**src/hdl/alu8_pkg.sv**
```systemverilog
// package of constants and types for the 8-bit arithmetic and logic execution path
package alu8_pkg;

   // operation codes
   typedef enum logic [2:0]
   {
      ALU8_OP_ADD,
      ALU8_OP_ADC,
      ALU8_OP_SUB,
      ALU8_OP_SBC,
      ALU8_OP_AND,
      ALU8_OP_OR,
      ALU8_OP_XOR,
      ALU8_OP_COMP
   } alu8_op_t;

   // where the second operand comes from
   typedef enum logic [2:0]
   {
      ALU8_SRC_IMM,
      ALU8_SRC_REG,
      ALU8_SRC_SADDR,
      ALU8_SRC_ABS,
      ALU8_SRC_PTR,
      ALU8_SRC_PTR_DISP,
      ALU8_SRC_PTR_B,
      ALU8_SRC_PTR_C
   } alu8_src_t;

   // where the result goes
   typedef enum logic [1:0]
   {
      ALU8_DST_ACC,
      ALU8_DST_REG,
      ALU8_DST_MEM
   } alu8_dst_t;

   // data area kinds seen on the memory side
   typedef enum logic [1:0]
   {
      ALU8_AREA_RAM,
      ALU8_AREA_SFR,
      ALU8_AREA_XSFR,
      ALU8_AREA_FLASH
   } alu8_area_t;

   localparam int ALU8_DATA_W = 8;
   localparam int ALU8_ADDR_W = 20;
   localparam int ALU8_SEG_W = 4;
   localparam int ALU8_REGSEL_W = 3;
   localparam int ALU8_CNT_W = 4;
   localparam int ALU8_LEN_W = 3;

   // bit positions used for flags
   localparam int ALU8_AUX_BIT = 4;
   localparam int ALU8_CARRY_BIT = 8;

   // reset values
   localparam logic [7:0] ALU8_ACC_RST = 8'h00;
   localparam logic [3:0] ALU8_SEG_RST = 4'h0;
   localparam logic [15:0] ALU8_PTR_RST = 16'h0000;

   // short direct area base (upper byte of the 16-bit space)
   localparam logic [15:0] ALU8_SADDR_BASE = 16'hFE00;

   // cycle counts: short (ram/sfr/none) and flash read forms
   localparam logic [3:0] ALU8_CYC_BASE = 4'h1;
   localparam logic [3:0] ALU8_CYC_FLASH = 4'h4;
   localparam logic [3:0] ALU8_CYC_RMW = 4'h2;
   localparam logic [3:0] ALU8_CYC_SEG_EXTRA = 4'h1;

   // instruction lengths in bytes
   localparam logic [2:0] ALU8_LEN_IMM = 3'h2;
   localparam logic [2:0] ALU8_LEN_REG = 3'h2;
   localparam logic [2:0] ALU8_LEN_SADDR = 3'h2;
   localparam logic [2:0] ALU8_LEN_SADDR_IMM = 3'h3;
   localparam logic [2:0] ALU8_LEN_ABS = 3'h3;
   localparam logic [2:0] ALU8_LEN_ABS_IMM = 3'h4;
   localparam logic [2:0] ALU8_LEN_PTR = 3'h1;
   localparam logic [2:0] ALU8_LEN_PTR_IDX = 3'h2;
   localparam logic [2:0] ALU8_LEN_SEG_EXTRA = 3'h1;

   // fetch from ram: up to double plus this many clocks
   localparam logic [3:0] ALU8_RAM_FETCH_EXTRA = 4'h3;

endpackage

```
**src/hdl/alu8_core.sv**
```systemverilog
// combinational 8-bit adder, subtractor and logic unit with flag outputs
`timescale 1ns/1ns
module alu8_core
(
   input wire alu8_pkg::alu8_op_t op,
   input wire logic [7:0] lhs,
   input wire logic [7:0] rhs,
   input wire logic carry_in,
   output logic [7:0] result,
   output logic zero,
   output logic aux,
   output logic carry,
   output logic arith
);
   import alu8_pkg::*;

   // nine-bit sums so the carry or borrow out of bit 7 is visible
   logic [8:0] full;
   // five-bit low-nibble sum for the bit-3 carry or borrow
   logic [4:0] low;
   logic cin;

   // carry in only for the carry-chained forms
   always_comb
   begin
      cin = ((op == ALU8_OP_ADC) || (op == ALU8_OP_SBC)) ? carry_in : 1'b0;
   end

   // main operation select
   always_comb
   begin
      full = 9'h000;
      low = 5'h00;
      arith = 1'b1;
      unique case (op)
         ALU8_OP_ADD, ALU8_OP_ADC:
         begin
            // sum and carry from the addition
            full = {1'b0, lhs} + {1'b0, rhs} + {8'h00, cin};
            low = {1'b0, lhs[3:0]} + {1'b0, rhs[3:0]} + {4'h0, cin};
         end
         ALU8_OP_SUB, ALU8_OP_SBC, ALU8_OP_COMP:
         begin
            // difference with borrow in bit 8
            full = {1'b0, lhs} - {1'b0, rhs} - {8'h00, cin};
            low = {1'b0, lhs[3:0]} - {1'b0, rhs[3:0]} - {4'h0, cin};
         end
         ALU8_OP_AND:
         begin
            full = {1'b0, lhs & rhs};
            arith = 1'b0;
         end
         ALU8_OP_OR:
         begin
            full = {1'b0, lhs | rhs};
            arith = 1'b0;
         end
         ALU8_OP_XOR:
         begin
            full = {1'b0, lhs ^ rhs};
            arith = 1'b0;
         end
      endcase
   end

   // flags: zero on 8-bit result, aux from bit 3, carry from bit 7
   always_comb
   begin
      result = full[7:0];
      zero = (full[7:0] == 8'h00);
      aux = low[ALU8_AUX_BIT];
      carry = full[ALU8_CARRY_BIT];
   end
endmodule

```
**src/hdl/alu8_timing.sv**
```systemverilog
// cycle and length calculator for the 8-bit operation forms
`timescale 1ns/1ns
module alu8_timing
(
   input wire alu8_pkg::alu8_src_t src,
   input wire alu8_pkg::alu8_dst_t dst,
   input wire logic seg_prefix,
   input wire logic abs_imm,
   input wire alu8_pkg::alu8_area_t area,
   input wire logic fetch_from_ram,
   output logic [3:0] cycles,
   output logic [2:0] length
);
   import alu8_pkg::*;

   logic mem_read;
   logic [3:0] base;
   logic [4:0] doubled;

   // base cycles and byte length per form
   always_comb
   begin
      mem_read = 1'b1;
      base = ALU8_CYC_BASE;
      length = ALU8_LEN_IMM;
      unique case (src)
         ALU8_SRC_IMM:
         begin
            mem_read = 1'b0;
            length = ALU8_LEN_IMM;
         end
         ALU8_SRC_REG:
         begin
            mem_read = 1'b0;
            length = ALU8_LEN_REG;
         end
         ALU8_SRC_SADDR:
            length = (dst == ALU8_DST_MEM) ? ALU8_LEN_SADDR_IMM : ALU8_LEN_SADDR;
         ALU8_SRC_ABS:
            length = abs_imm ? ALU8_LEN_ABS_IMM : ALU8_LEN_ABS;
         ALU8_SRC_PTR:
            length = ALU8_LEN_PTR;
         ALU8_SRC_PTR_DISP, ALU8_SRC_PTR_B, ALU8_SRC_PTR_C:
            length = ALU8_LEN_PTR_IDX;
      endcase
      // read-modify-write of a short direct byte takes two clocks
      if (dst == ALU8_DST_MEM && !abs_imm)
      begin
         base = ALU8_CYC_RMW;
      end
      // longer count only when the data operand comes from flash
      else if (mem_read && area == ALU8_AREA_FLASH)
      begin
         base = ALU8_CYC_FLASH;
      end
      else
      begin
         base = ALU8_CYC_BASE;
      end
      // segment prefix adds one byte and one clock
      if (seg_prefix)
      begin
         base = base + ALU8_CYC_SEG_EXTRA;
         length = length + ALU8_LEN_SEG_EXTRA;
      end
   end

   // ram fetch worst case: double plus three
   always_comb
   begin
      doubled = {base, 1'b0} + {1'b0, ALU8_RAM_FETCH_EXTRA};
      cycles = fetch_from_ram ? doubled[3:0] : base;
   end
endmodule

```
**src/hdl/alu8_exec.sv**
```systemverilog
// 8-bit arithmetic and logic execution path with operand fetch and flag update
`timescale 1ns/1ns
module alu8_exec
(
   input wire logic core_clk,
   input wire logic rst,
   input wire logic start,
   input wire alu8_pkg::alu8_op_t op,
   input wire alu8_pkg::alu8_src_t src,
   input wire alu8_pkg::alu8_dst_t dst,
   input wire logic seg_prefix,
   input wire logic abs_imm,
   input wire logic fetch_from_ram,
   input wire logic [7:0] imm,
   input wire logic [7:0] disp,
   input wire logic [15:0] abs_addr,
   input wire logic [2:0] reg_sel,
   input wire logic [7:0] reg_rdata,
   input wire logic [15:0] main_pointer_pair,
   input wire logic [7:0] index_b,
   input wire logic [7:0] index_c,
   input wire logic [3:0] segment_extension_register,
   input wire alu8_pkg::alu8_area_t area,
   input wire logic [7:0] mem_rdata,
   output logic busy,
   output logic done,
   output logic [3:0] cycles,
   output logic [2:0] length,
   output logic [19:0] mem_addr,
   output logic mem_rd,
   output logic mem_wr,
   output logic [7:0] mem_wdata,
   output logic reg_wr,
   output logic [2:0] reg_wsel,
   output logic [7:0] reg_wdata,
   output logic [7:0] acc,
   output logic zero_flag,
   output logic aux_carry_flag,
   output logic carry_flag
);
   import alu8_pkg::*;

   // execution phases
   typedef enum logic [1:0]
   {
      ALU8_ST_IDLE,
      ALU8_ST_READ,
      ALU8_ST_WAIT,
      ALU8_ST_WRITE
   } alu8_state_t;

   alu8_state_t state;
   // latched operation
   alu8_op_t op_q;
   alu8_src_t src_q;
   alu8_dst_t dst_q;
   logic [2:0] reg_q;
   logic [7:0] imm_q;
   logic [7:0] reg_val_q;
   // operand held after memory read
   logic [7:0] operand_q;
   // remaining cycle count
   logic [3:0] remain;
   // combinational address, operands and results
   logic [15:0] next_absolute_address;
   logic [19:0] next_addr;
   logic [7:0] lhs;
   logic [7:0] rhs;
   logic [7:0] alu_result;
   logic alu_zero;
   logic alu_aux;
   logic alu_carry;
   logic alu_arith;
   logic [3:0] tim_cycles;
   logic [2:0] tim_length;
   logic mem_src;
   // operand seen this cycle: live read data while reading
   logic [7:0] rd_operand;

   // arithmetic unit
   alu8_core u_core
   (
      .op(op_q),
      .lhs(lhs),
      .rhs(rhs),
      .carry_in(carry_flag),
      .result(alu_result),
      .zero(alu_zero),
      .aux(alu_aux),
      .carry(alu_carry),
      .arith(alu_arith)
   );

   // cycle and length model
   alu8_timing u_timing
   (
      .src(src),
      .dst(dst),
      .seg_prefix(seg_prefix),
      .abs_imm(abs_imm),
      .area(area),
      .fetch_from_ram(fetch_from_ram),
      .cycles(tim_cycles),
      .length(tim_length)
   );

   // effective address from the requested form
   always_comb
   begin
      unique case (src)
         ALU8_SRC_SADDR:
            next_absolute_address = ALU8_SADDR_BASE | {8'h00, imm};
         ALU8_SRC_ABS:
            next_absolute_address = abs_addr;
         ALU8_SRC_PTR:
            next_absolute_address = main_pointer_pair;
         ALU8_SRC_PTR_DISP:
            next_absolute_address = main_pointer_pair + {8'h00, disp};
         ALU8_SRC_PTR_B:
            next_absolute_address = main_pointer_pair + {8'h00, index_b};
         ALU8_SRC_PTR_C:
            next_absolute_address = main_pointer_pair + {8'h00, index_c};
         default:
            next_absolute_address = 16'h0000;
      endcase
      // segment prefix places the extension register above the address
      next_addr = seg_prefix ? {segment_extension_register, next_absolute_address}
                             : {ALU8_SEG_RST, next_absolute_address};
      mem_src = (src != ALU8_SRC_IMM) && (src != ALU8_SRC_REG);
   end

   // operand routing: register-destination forms put the register first
   always_comb
   begin
      rd_operand = (state == ALU8_ST_READ) ? mem_rdata : operand_q;
      unique case (dst_q)
         ALU8_DST_REG:
         begin
            lhs = reg_val_q;
            rhs = acc;
         end
         ALU8_DST_MEM:
         begin
            lhs = rd_operand;
            rhs = imm_q;
         end
         default:
         begin
            lhs = acc;
            rhs = (src_q == ALU8_SRC_IMM) ? imm_q :
                  (src_q == ALU8_SRC_REG) ? reg_val_q : rd_operand;
         end
      endcase
   end

   // sequencing of request, read, wait and write
   always_ff @(posedge core_clk or posedge rst)
   begin
      if (rst)
      begin
         state <= ALU8_ST_IDLE;
         remain <= 4'h0;
      end
      else
      begin
         unique case (state)
            ALU8_ST_IDLE:
            begin
               if (start)
               begin
                  remain <= tim_cycles - ALU8_CYC_BASE;
                  state <= mem_src ? ALU8_ST_READ : ALU8_ST_WAIT;
               end
            end
            ALU8_ST_READ:
            begin
               // operand arrives; finish or keep counting
               if (remain == 4'h0)
               begin
                  state <= (dst_q == ALU8_DST_MEM) ? ALU8_ST_WRITE : ALU8_ST_IDLE;
               end
               else
               begin
                  remain <= remain - 4'h1;
                  state <= ALU8_ST_WAIT;
               end
            end
            ALU8_ST_WAIT:
            begin
               // stretch to the required count
               if (remain <= 4'h1)
               begin
                  remain <= 4'h0;
                  state <= (dst_q == ALU8_DST_MEM) ? ALU8_ST_WRITE : ALU8_ST_IDLE;
               end
               else
               begin
                  remain <= remain - 4'h1;
               end
            end
            ALU8_ST_WRITE:
               state <= ALU8_ST_IDLE;
         endcase
      end
   end

   // latch the request when taken
   always_ff @(posedge core_clk or posedge rst)
   begin
      if (rst)
      begin
         op_q <= ALU8_OP_ADD;
         src_q <= ALU8_SRC_IMM;
         dst_q <= ALU8_DST_ACC;
         reg_q <= 3'h0;
         imm_q <= 8'h00;
         reg_val_q <= 8'h00;
         cycles <= 4'h0;
         length <= 3'h0;
         mem_addr <= 20'h0_0000;
      end
      else if (state == ALU8_ST_IDLE && start)
      begin
         op_q <= op;
         src_q <= src;
         // byte-versus-immediate compare runs as memory minus immediate
         dst_q <= abs_imm ? ALU8_DST_MEM : dst;
         reg_q <= reg_sel;
         imm_q <= imm;
         reg_val_q <= reg_rdata;
         cycles <= tim_cycles;
         length <= tim_length;
         mem_addr <= next_addr;
      end
   end

   // memory operand capture during the read phase
   always_ff @(posedge core_clk or posedge rst)
   begin
      if (rst)
      begin
         operand_q <= 8'h00;
      end
      else if (state == ALU8_ST_READ)
      begin
         operand_q <= mem_rdata;
      end
   end

   // memory strobes: read on entry, write back for read-modify-write
   always_ff @(posedge core_clk or posedge rst)
   begin
      if (rst)
      begin
         mem_rd <= 1'b0;
         mem_wr <= 1'b0;
         mem_wdata <= 8'h00;
      end
      else
      begin
         mem_rd <= (state == ALU8_ST_IDLE) && start && mem_src;
         // compare never writes memory
         mem_wr <= (state == ALU8_ST_WRITE) && (op_q != ALU8_OP_COMP);
         // hold data in the write phase, when the carry is already new
         if (state != ALU8_ST_WRITE)
         begin
            mem_wdata <= alu_result;
         end
      end
   end

   // completion pulse and busy level
   always_ff @(posedge core_clk or posedge rst)
   begin
      if (rst)
      begin
         busy <= 1'b0;
         done <= 1'b0;
      end
      else
      begin
         busy <= (state != ALU8_ST_IDLE) || start;
         done <= ((state == ALU8_ST_READ || state == ALU8_ST_WAIT)
                  && remain <= 4'h1 && dst_q != ALU8_DST_MEM && !(state == ALU8_ST_READ
                  && remain != 4'h0))
                 || (state == ALU8_ST_WRITE);
      end
   end

   // result writes to accumulator or register; compare writes nothing
   always_ff @(posedge core_clk or posedge rst)
   begin
      if (rst)
      begin
         acc <= ALU8_ACC_RST;
         reg_wr <= 1'b0;
         reg_wsel <= 3'h0;
         reg_wdata <= 8'h00;
      end
      else
      begin
         reg_wr <= 1'b0;
         if (state == ALU8_ST_WAIT || (state == ALU8_ST_READ && remain == 4'h0))
         begin
            if (remain <= 4'h1 && op_q != ALU8_OP_COMP)
            begin
               if (dst_q == ALU8_DST_ACC)
               begin
                  acc <= alu_result;
               end
               else if (dst_q == ALU8_DST_REG)
               begin
                  reg_wr <= 1'b1;
                  reg_wsel <= reg_q;
                  reg_wdata <= alu_result;
               end
            end
         end
      end
   end

   // flags: arithmetic updates all three, logic only zero
   always_ff @(posedge core_clk or posedge rst)
   begin
      if (rst)
      begin
         zero_flag <= 1'b0;
         aux_carry_flag <= 1'b0;
         carry_flag <= 1'b0;
      end
      else if ((state == ALU8_ST_WAIT && remain <= 4'h1)
               || (state == ALU8_ST_READ && remain == 4'h0))
      begin
         zero_flag <= alu_zero;
         if (alu_arith)
         begin
            aux_carry_flag <= alu_aux;
            carry_flag <= alu_carry;
         end
         // logic ops leave aux and carry alone
         else
         begin
            aux_carry_flag <= aux_carry_flag;
            carry_flag <= carry_flag;
         end
      end
   end
endmodule

```
**config.mk**
```make
export PLATFORM = sky130hd
export DESIGN_NAME = alu8_exec
export DESIGN_NICKNAME = d
export VERILOG_FILES = /design/src/hdl/alu8_pkg.sv /design/src/hdl/alu8_core.sv /design/src/hdl/alu8_timing.sv /design/src/hdl/alu8_exec.sv
export SDC_FILE = /design/constraint.sdc
export NUM_CORES = 1
export LEC_CHECK = 0
export BUFFER_PORTS_ARGS = -buffer_cell sky130_fd_sc_hd__buf_2
export CAP_MARGIN = 20
export CORE_MARGIN = 5
export CORE_UTILIZATION = 40
export DETAILED_ROUTE_END_ITERATION = 8
export GPL_TIMING_DRIVEN = 0
export SLEW_MARGIN = 20
export SYNTH_ARGS = -nofsm -noshare
export SYNTH_HDL_FRONTEND = slang
export SYNTH_SLANG_ARGS = --single-unit
```
**constraint.sdc**
```tcl
create_clock -name core_clk -period 3.65 [get_ports core_clk]
set_input_delay 0.365 -clock core_clk [delete_from_list [all_inputs] [get_ports core_clk]]
set_output_delay 0.365 -clock core_clk [all_outputs]
set_load 0.02 [all_outputs]
```
Yosys cells after proc, flatten, opt, wreduce, memory -nomap -nowiden:

Cells that the tools add are included.

* register bits: 103
* output and inout port bits: 62
* logic and storage cells: 151
* input bits: 103

* bitwise gates (word level): 5
* magnitude comparators: 1
* mux-type cells: 34
* reductions and logical operators: 42
* add/sub/neg operators: 16
* equality and inequality tests: 29

Operator list (count)
* one-hot mux 16 bit (6 select lines): 1
* adder 16 x 8 -> 16 bit: 3
* one-hot mux 9 bit (5 select lines): 1
* one-hot mux 8 bit (2 select lines): 2
* == test 3 bit (second input constant): 8
* 2-to-1 mux 4 bit: 6
* 2-to-1 mux 8 bit: 3
* 2-to-1 mux 20 bit: 1
* logical AND 1 bit: 13
* == test 3 x 2 -> 1 bit (second input constant): 4
* 2-to-1 mux 2 bit: 6
* one-hot mux 3 bit (4 select lines): 1
* one-hot mux 4 bit (3 select lines): 1
* == test 2 bit (second input constant): 5
* one-hot mux 5 bit (2 select lines): 1
* adder 8 x 8 -> 9 bit: 1
* adder 9 x 1 -> 9 bit: 1
* == test 3 x 1 -> 1 bit (second input constant): 3
* zero test 3 bit: 3
* 2-to-1 mux 3 bit: 3
* subtractor 8 x 8 -> 9 bit: 1
* subtractor 9 x 1 -> 9 bit: 1
* AND 8 bit: 1
* zero test 8 bit: 1
* other kinds (32): 56

Depth between registers and ports, before layout:

Gate-level depths: netlist (run 1).

* word-level depth: 13
* mapped depth: 19
* mapped depth without buffers: 19

Hierarchy:

Synthesis (run 1) repeated with hierarchy kept, for this count alone.

* cell total of the unflattened synthesis: 855
* area total of the unflattened synthesis: 7524.7 sq um

By module, submodules not included
* alu8_exec: seq. area each 2577.5 sq um, times used 1, area each 5799.3 sq um, cells each 616
* alu8_core: seq. area each 0.0 sq um, times used 1, area each 1511.4 sq um, cells each 212
* alu8_timing: seq. area each 0.0 sq um, times used 1, area each 214.0 sq um, cells each 27

Least setup slack after synthesis (run 1):

No wires, ideal clock.

* kind: reg2reg
* from: reg state[1]
* to: reg zero_flag
* setup time: 0.095 ns
* arrival time: 3.647 ns
* clock period less this slack: 3.743 ns
* path slack: -0.093 ns
* required time: 3.555 ns
* stages on the path, launching flop included: 18
* path buffers: 0
* path through: dfrtp_1 -> inv_1 -> ha_1 -> mux2_4 -> nor3_2 -> a211o_1 -> xnor2_1 -> ha_1 -> a21o_1 -> fa_1 -> o21a_1 -> nor2_1 -> xor2_1 -> nor2_1 -> o32a_1 -> nor4_1 -> nand4b_1 -> o31ai_1

* cells in the longest elaborated chain, start to end: 9
* elaborated cells between the ends (all ways): 19
* classes of those cells: add/sub: 4; eq/ne: 2; mux: 6; bitwise: 3; reduce/logical: 4

Ends and longest elaborated chain
* start, declared: line alu8_exec.sv:52 `alu8_state_t state;`
* start signal, assigned: line alu8_exec.sv:172 `state <= mem_src ? ALU8_ST_READ : ALU8_ST_WAIT;`
* start signal, assigned: line alu8_exec.sv:180 `state <= (dst_q == ALU8_DST_MEM) ? ALU8_ST_WRITE : ALU8_ST_IDLE;`
* start signal, assigned: line alu8_exec.sv:194 `state <= (dst_q == ALU8_DST_MEM) ? ALU8_ST_WRITE : ALU8_ST_IDLE;`
* == test 2 x 1 -> 1 bit *: line alu8_exec.sv:135 `rd_operand = (state == ALU8_ST_READ) ? mem_rdata : operand_q;`
* 2-to-1 mux 8 bit *
* net rd_operand[0]: line alu8_exec.sv:78 `logic [7:0] rd_operand;`
* 2-to-1 mux 8 bit: line alu8_exec.sv:151 `(src_q == ALU8_SRC_REG) ? reg_val_q : rd_operand;`
* 2-to-1 mux 8 bit: line alu8_exec.sv:150 `rhs = (src_q == ALU8_SRC_IMM) ? imm_q :`
* one-hot mux 8 bit (2 select lines): line alu8_exec.sv:136 `unique case (dst_q)`
* subtractor 8 x 8 -> 9 bit / adder 8 x 8 -> 9 bit (equally long branches): line alu8_core.sv:45, alu8_core.sv:39
* subtractor 9 x 1 -> 9 bit / adder 9 x 1 -> 9 bit (equally long branches): line alu8_core.sv:45, alu8_core.sv:39
* one-hot mux 9 bit (5 select lines) *: line alu8_core.sv:35 `unique case (op)`
* zero test 8 bit *: line alu8_core.sv:70 `zero = (full[7:0] == 8'h00);`
* end signal, assigned: line alu8_exec.sv:334 `zero_flag <= alu_zero;`
* end, declared: line alu8_exec.sv:37 `output logic zero_flag,`

The timed path passes the listed nets; every way through them passes the cells marked *.
A chain may end at the register's enable or synchronous reset.

Worst setup path after layout (run 1):

Same ends and word-level chain as after synthesis.

==> results of run 1 <==
layout by cell type (no fill, tap or decap), types with 21 or more instances in the layout:
cell type and n:
a21oi_1 51, dfrtp_1 103, mux2_2 23, buf_4 28, nor2_1 78, inv_1 40, ha_1 39, buf_2 167
o21ai_0 51, nand2_1 161, clkbuf_1 21
repair_timing:
item,4_1_cts,5_1_grt
pin swaps,15,35
setup endpoints to repair,21,14
endpoints found under the hold margin,30,0
hold buffers,1,0
setup buffers,16,11
gates resized for setup,22,35
sequential cells by signal, summed over array words and instances (netlist names), 2 cells and up:
| register | count |
|---|---|
| mem_addr | 20 |
| reg_val_q | 8 |
| reg_wdata | 8 |
| mem_wdata | 8 |
| cycles | 4 |
| acc | 8 |
| reg_wsel | 3 |
| imm_q | 8 |
| dst_q | 2 |
| reg_q | 3 |
| op_q | 3 |
| src_q | 3 |
| remain | 4 |
| operand_q | 8 |
| state | 2 |
| length | 3 |
critical path: cells and delay by family, from the launching register on:
kind,cells,cell delay [ps]
mux,1,340
xor+xnor,1,180
simple gates,4,560
flops,1,390
compound gates,6,1270
buf+inv,2,160
fa+ha+maj,3,710
layout make-up:
| type | instances | area [um2] | share of cell area |
|---|---|---|---|
| clock buffers | 10 | 229 | 0.0255 |
| inverters | 46 | 178 | 0.0198 |
| repair buffers | 190 | 1050 | 0.116 |
| flip-flops and latches | 103 | 2580 | 0.287 |
| multi-input cells | 644 | 4340 | 0.483 |
| plain buffers | 41 | 240 | 0.0267 |
| well taps | 225 | 282 | 0.0313 |
| clock inverters | 6 | 92.6 | 0.0103 |
worst min path at each step:
stage                 startpoint           end  slack, ps  cells after the start
global route          reg_sel[2]      reg_q[2]        210                      3
global placement    mem_addr[16]  mem_addr[16]        450                      2
finish              reg_rdata[2]  reg_val_q[2]        200                      3
floorplan               reg_q[0]   reg_wsel[0]        440                      2
CTS                 reg_rdata[2]  reg_val_q[2]        190                      3
detailed placement           rst  mem_addr[18]        360                      2
cells by family after synthesis:
group | count (synthesis) | share of synthesized area
compound gates | 212 | 0.196
xor+xnor | 26 | 0.0321
fa+ha+maj | 52 | 0.0948
buf+inv | 89 | 0.0548
flops | 103 | 0.363
mux | 47 | 0.0722
simple gates | 307 | 0.187
metal layers:
layer,part of all wire,vias to the layer above,wire length (um),track usage
met1,0.44,3195,10100,0.297
met2,0.48,222,11000,0.368
li1,-,3308,-,-
met5,0.0014,-,32,0
met4,0.022,4,514,0.0798
met3,0.058,34,1330,0.0362
per-stage QoR:
stage,cells,utilization,hold slack [ps],instance area [um2]
6_report,1265,0.518,197,8990
5_1_grt,1265,0.518,210,8990
4_1_cts,1255,0.505,189,8760
3_5_place_dp,1223,0.475,360,8240
3_3_place_gp,1222,0.473,446,8200
2_1_floorplan,836,-,439,7120
==> metrics.cfg, run 1 <==
[floorplan]
die_h_um=143
die_w_um=143
fp-row-count=48
die_area_um2=20500
initial_core_util=0.409
core-area_um2=17400
ioPinCount=165

[sta]
slew_viol_final=0
finalCritPeriodShare=1.01
fin_ws_ps=-43.2
fin_tns_setup_ps=-43.2
fmax_mhz=271
rsz0062_at_grt=true
finalSetupViolCount=1
clock_skew_ps=14.0
min_period_ps=3690
relSlewSlack=0.527
final-hold-violation-count=0
worst_slew_pin_slew_ps=710

[setup_path]
r2r_cells=17
crit_arrival_ps=3960
startpoint=state[1]
start_kind=flop
cp_cell_sequence=inv_2 > ha_4 > mux2_4 > a22oi_2 > a21o_1 > inv_2 > ha_2 > a21o_1 > fa_2 > o21a_1 > nor2_2 > xor2_1 > nor2_1 > o32a_1 > nor4_1 > nand4b_1 > o31ai_1
r2r-end=zero_flag
critPathKind=flop to flop
cpMaxStageDelayCell=dfrtp_1
cpPeakStageDelay_ps=390
end_kind=flop
r2r_start=state[1]
ff2ff_setup_slack_ps=-40
worstPathMaxFanout=4
critPathCapture=zero_flag
cp.required_ps=3920

[cells_and_area]
area.growth.synth_to_final_pct=26.5
drive_above_1_share=0.288
nets=1190
fill_cells=1646
antennaDiodeCount=0

[routing]
wl_um=22900
dr.pass1.iters=5
routed-via-count=6763
drc=0
viasPerCell=5.35
ant_nets=0
drt_iter0_markers=398
routedWlPerCell_um=18.1

[yosys]
yosys.area.top_type=dfrtp_1
synth_top_area_frac=0.363
ys_seq_area_frac=0.363
synthesis.nets=991
postSynth.asyncResetShare=1.00
synthCells=836
yosysUniqueCellTypes=69
avgSynthCellArea_um2=8.50
synth_warnings=0
ys_top_cells_by_count=nand2_1 (161), dfrtp_1 (103), nor2_1 (80), a21oi_1 (57), o21ai_0 (55)
synth_area_leaders=dfrtp_1 (36%), ha_1 (8.6%), nand2_1 (8.5%), nor2_1 (4.2%), mux2_2 (4.1%)
yosysMostFrequentCell=nand2_1
synth_edf_count=0
syn-cell-area_um2=7100
ys_ff_latch=103
synthFlopType=dfrtp_1

[place]
io_buffers=161
pre_cts_slack_ps=-714
hpwl_um=17800
place_congestion=0.938

[grt]
grt_pass1_wl_um=35900
track_usage=0.223
grt_max_degree=74
antenna_found_initial=2
grt_overflow=0
grt_pass1_vias=6717

[clock_tree]
cts_root_buffer=clkbuf_16
clk_pin_slew_ps=80
cts_tree=built
clock_path_buffers=2
cts_buffers=9
htree_levels=3
clock_latency_ps=360
cts.sinks=103

[worst_hold_path]
holdCritPathClass=input pin to flop

[flow_run]
maxCapViolCount=0

[outcome]
violations=setup timing
status=finished, violations left

Power of run 1 is left out: the tool's default activity adds up to more than one toggle a clock period on the data nets, which glitch-free logic cannot reach.
==> inputs of run 2 (changes only) <==
--- a/config.mk
+++ b/config.mk
@@ -6,6 +6,8 @@
 export NUM_CORES = 1
 export LEC_CHECK = 0
+export ABC_CLOCK_PERIOD_IN_PS = 3650
 export BUFFER_PORTS_ARGS = -buffer_cell sky130_fd_sc_hd__buf_2
 export CAP_MARGIN = 20
+export CORE_ASPECT_RATIO = 1.1
 export CORE_MARGIN = 5
 export CORE_UTILIZATION = 40
==> constraint.sdc (replaced) <==
create_clock -name core_clk -period 3.65 [get_ports core_clk]
set_input_delay 0.5475 -clock core_clk [delete_from_list [all_inputs] [get_ports core_clk]]
set_output_delay 0.5475 -clock core_clk [all_outputs]
set_load 0.02 [all_outputs]
==> run 2 against run 1 <==
Compared with the run above: the run still ends with setup timing left; fmax down 0.15%; first-iteration DRC count decreased by 7.3%; sequential share of layout area hardly changed; flip-flop and latch count unchanged; count of clock-buffer cells in the layout fell by 1; die area about the same; clock skew is 5.1 ps lower; via count is essentially flat; register-to-register slack about the same; critical path depth unchanged; design area decreased by 0.13%; largest cell class unchanged.
==> metrics.cfg, run 2 (synthesis gave the netlist of run 1 again) <==
[outcome]
status=finished, violations left
violations=setup timing

[setup_path]
start_kind=flop
end_kind=flop
ff2ff_setup_slack_ps=-50  ; about the same
cp.required_ps=3900  ; -20 ps
critPathKind=flop to flop
crit_arrival_ps=3950  ; about the same
r2r_start=state[1]
r2r-end=zero_flag
r2r_cells=17  ; unchanged
worstPathMaxFanout=3  ; -1

[cells_and_area]
nets=1183  ; -0.59%
largest_register_ffs=20  ; unchanged
fin_util=0.510  ; -0.00814
antennaDiodeCount=0  ; unchanged
final_common_cell=buf_2
area.growth.synth_to_final_pct=26.4
top_register=mem_addr
drive_above_1_share=0.288  ; +0.000570
mostFrequentLayoutCells=buf_2 (169), nand2_1 (160), dfrtp_1 (103)

[grt]
grt_max_degree=60  ; -19%
grt_pass1_vias=6870  ; +2.3%
antenna_found_initial=2  ; unchanged
grt_overflow=0  ; unchanged
track_usage=0.228  ; +0.00481
grt_pass1_wl_um=36600  ; +2.0%

[sta]
fmax_mhz=270  ; -0.15%
relSlewSlack=0.518  ; -0.00928
clock_skew_ps=8.91  ; -5.06 ps
min_period_ps=3700  ; +5.64 ps
finalSetupViolCount=1  ; unchanged
rsz0062_at_grt=true
worst_slew_pin_slew_ps=724  ; +13.9 ps
finalCritPeriodShare=1.01  ; +0.00154
fin_ws_ps=-48.8  ; -5.64 ps
slew_viol_final=0  ; unchanged
final-hold-violation-count=0  ; unchanged

[routing]
drc=0  ; unchanged
routedWlPerCell_um=18.1  ; -0.39%
routed-via-count=6766  ; +0.044%
viasPerCell=5.33  ; -0.27%
dr.pass1.iters=5  ; unchanged
wl_um=22900  ; about the same
drt_iter0_markers=369  ; -7.3%
ant_nets=0  ; unchanged

[clock_tree]
clock_latency_ps=350  ; about the same
htree_levels=3  ; unchanged
clk_pin_slew_ps=70  ; about the same
cts_root_buffer=clkbuf_16
cts_tree=built
cts_buffers=9  ; unchanged
cts.sinks=103  ; unchanged
hold_buffers=0  ; -1
clock_path_buffers=2  ; unchanged

[floorplan]
die_area_um2=20500  ; about the same
ioPinCount=165  ; unchanged
die_h_um=150  ; +4.5%
die_w_um=137  ; -4.3%
core-area_um2=17600  ; +1.5%
initial_core_util=0.403  ; -0.00593
fp-row-count=51  ; +6.3%

[place]
place_congestion=0.959  ; +2.2%
io_buffers=161  ; unchanged
hpwl_um=17800  ; about the same

[worst_hold_path]
holdCritPathClass=input pin to async pin

[flow_run]
maxCapViolCount=0  ; unchanged

-- run 2: per-layer routing --
layer | share of wire | up-vias | global-route usage
met2 | 0.49 | 234 | 0.386
met5 | 0.0011 | - | 0
met4 | 0.026 | 4 | 0.0744
met1 | 0.42 | 3204 | 0.291
met3 | 0.059 | 36 | 0.0440
li1 | - | 3288 | -
-- run 2: what timing repair did --
action,CTS,global route
setup endpoints to repair,19,20
endpoints found under the hold margin,0,0
gates resized for setup,32,31
setup buffers,16,4
pin swaps,25,16
-- run 2: how the worst max path moves through the flow --
stage                   from  cells past startpoint  slack, ps           end
finish              state[1]                     17        -50     zero_flag
global route        state[1]                     17       -220     zero_flag
CTS                 state[1]                     17       -190     zero_flag
detailed placement    src[0]                     16       -580  mem_addr[10]
global placement         rst                      2      -1020          busy
floorplan           state[1]                     17        -10     zero_flag
-- run 2: cell type report --
cell class / count / area, um2
Fill cell: 1780 / 8640
Multi-Input combinational cell: 644 / 4360
Sequential cell: 103 / 2580
Timing Repair Buffer: 182 / 991
Tap cell: 238 / 298
Buffer: 42 / 236
Clock buffer: 9 / 225
Inverter: 46 / 178
Clock inverter: 5 / 106
-- run 2: critical path: stages, from the launching register on --
cell	delay [ps]
dfrtp_1	390
inv_2	80
ha_4	160
mux2_4	340
nor3_4	220
a211o_1	190
xnor2_1	80
ha_2	170
a21o_1	180
fa_2	370
o21a_1	190
nor2_2	130
xor2_1	160
nor2_1	60
o32a_1	340
nor4_2	160
nand4b_1	120
o31ai_1	260
-- run 2: through the flow --
step / instances / hold WS, ps / setup slack, ps / TNS, ps / area [um2]
2_1_floorplan: 836 / 439 / -12.3 / -12.3 / 7110
4_1_cts: 1265 / 222 / -194 / -796 / 8830
6_report: 1269 / 207 / -48.8 / -48.8 / 8970
3_3_place_gp: 1235 / 451 / -1020 / -110670 / 8220
3_5_place_dp: 1236 / 450 / -580 / -7060 / 8250
5_1_grt: 1269 / 234 / -217 / -1870 / 8970
Power of run 2 is left out for the same reason.
==> inputs of run 3 (changes only) <==
- REMOVE_ABC_BUFFERS: unset -> 1
==> run 3 against run 2 <==
Compared with the run above: the flow still finishes with violations (setup timing); first-iteration DRC count rose by 30%; routed wire length fell by 9.4%; via count fell by 3.1%; worst hold slack got worse by 5.5 ps.
==> metrics.cfg, run 3 (synthesis gave the netlist of run 1 again) <==
[clock_tree]
hold_buffers=0  ; unchanged
clk_pin_slew_ps=80  ; about the same
cts.sinks=103  ; unchanged
cts_root_buffer=clkbuf_16
cts_tree=built
clock_path_buffers=2  ; unchanged
clock_latency_ps=360  ; about the same
cts_buffers=9  ; unchanged
htree_levels=3  ; unchanged

[routing]
routedWlPerCell_um=16.7  ; -7.3%
wl_um=20800  ; -9.4%
drc=0  ; unchanged
dr.pass1.iters=6  ; +1
routed-via-count=6556  ; -3.1%
drt_iter0_markers=481  ; +30%
viasPerCell=5.29  ; -0.84%
ant_nets=0  ; unchanged

[setup_path]
worstPathMaxFanout=3  ; unchanged
crit_arrival_ps=3990  ; +40 ps
end_kind=flop
start_kind=flop
cp.required_ps=3890  ; about the same
critPathKind=flop to flop

[cells_and_area]
area.growth.synth_to_final_pct=24.2
fill_cells=1745  ; -2.0%
largest_register_ffs=20  ; unchanged
mostFrequentLayoutCells=buf_2 (164), nand2_1 (160), dfrtp_1 (102)
top_register=mem_addr
nets=1151  ; -2.7%
postLayoutCellArea_um2=8820  ; -1.7%
drive_above_1_share=0.291  ; +0.00264
final_common_cell=buf_2

[place]
dpl_cell_area_um2=8070  ; -2.2%
hpwl_um=15000  ; -16%
place_congestion=0.888  ; -7.3%
io_buffers=164  ; +1.9%

[grt]
grt_pass1_wl_um=33200  ; -9.2%
grt_overflow=0  ; unchanged
grt_max_degree=63  ; +5.0%
antenna_found_initial=1  ; -1
grt_pass1_vias=6436  ; -6.3%
track_usage=0.203  ; -0.0248

[outcome]
status=finished, violations left
violations=setup timing

[floorplan]
initial_core_util=0.403  ; unchanged
ioPinCount=165  ; unchanged
die_area_um2=20500  ; unchanged
fp-row-count=51  ; unchanged
die_w_um=137  ; unchanged
die_h_um=150  ; unchanged
core-area_um2=17600  ; unchanged

[sta]
slew_viol_final=0  ; unchanged
fin_ws_ps=-94.3  ; -45.5 ps
worst_slew_pin_slew_ps=692  ; -32.0 ps
finalSetupViolCount=4  ; +3
rsz0062_at_grt=true
finalCritPeriodShare=1.03  ; +0.0125
relSlewSlack=0.537  ; +0.0192
min_period_ps=3740  ; +45.5 ps
fmax_mhz=267  ; -1.2%
clock_skew_ps=10.1  ; +1.20 ps
final-hold-violation-count=0  ; unchanged

[worst_hold_path]
holdCritPathClass=input pin to async pin

[flow_run]
maxCapViolCount=0  ; unchanged

-- run 3: changes by cell type in the layout (fill, tap and decap cells not counted), sizes merged --
cell / change
clkbuf: -24
inv: +2
clkinv: +3
bufinv: -2
diode: +1
buf: -8
clkinvlp: -1
-- run 3: final cells by class --
cell class                 instances  area (um2)  share of cell area
timing repair buffer             192        1080               0.122
clock buffer                       9         225              0.0255
antenna                            1        2.50            0.000284
clock inverter                     7        88.8              0.0101
multi-input combinational        644        4370               0.496
inverter                          46         178              0.0201
sequential                       103        2580               0.292
tap                              238         298              0.0337
-- run 3: worst max-delay path: stages, from the launching register on --
cell	delay, ps
dfrtp_1	400
inv_2	80
ha_4	170
mux2_4	340
a22oi_2	200
a21o_1	210
inv_2	50
ha_2	170
a21o_1	190
fa_2	370
o21a_1	190
nor2_2	130
xor2_1	190
nor2_1	70
o32a_1	340
buf_4	150
buf_6	110
mux2_4	250
-- run 3: path summary, 6_finish.rpt --
| kind | startpoint | endpoint | slack [ps] | depth (start not counted) |
|---|---|---|---|---|
| worst max-delay path | state[1] | acc[4] | -90 | 17 |
| worst min-delay path | rst | mem_addr[16] | 200 | 2 |
| worst max register to register | state[1] | acc[4] | -90 | 17 |
| worst min register to register | mem_addr[16] | mem_addr[16] | 470 | 2 |
| max in group asynchronous | rst | acc[0] | 2810 | 3 |
| min in group core_clk | reg_sel[2] | reg_q[2] | 380 | 3 |
-- run 3: stage by stage --
stage          hold slack [ps]  TNS (ps)  setup slack [ps]  utilization  std cells
3_5_place_dp               451    -17260             -1110        0.458       1197
2_1_floorplan              439     -1960              -484            -        793
5_1_grt                    236     -1070              -193        0.501       1239
3_3_place_gp               446   -118650             -1100        0.455       1195
4_1_cts                    221      -271              -163        0.492       1233
6_report                   202      -262             -94.3        0.501       1240
-- run 3: repair_timing --
| action | CTS | global route |
|---|---|---|
| resized for setup | 28 | 24 |
| setup endpoints to repair | 24 | 22 |
| endpoints found under the hold margin | 0 | 0 |
| setup buffers | 20 | 6 |
| pin swaps | 24 | 23 |
-- run 3: per-layer routing --
metal	part of all wire	routed length [um]	GRT usage	vias to the layer above
met5	0.00053	11	0	-
met3	0.055	1140	0.0367	17
met4	0.012	240	0.0484	2
li1	-	-	-	3229
met1	0.44	9230	0.266	3116
met2	0.49	10100	0.347	192
Power of run 3 is left out for the same reason.
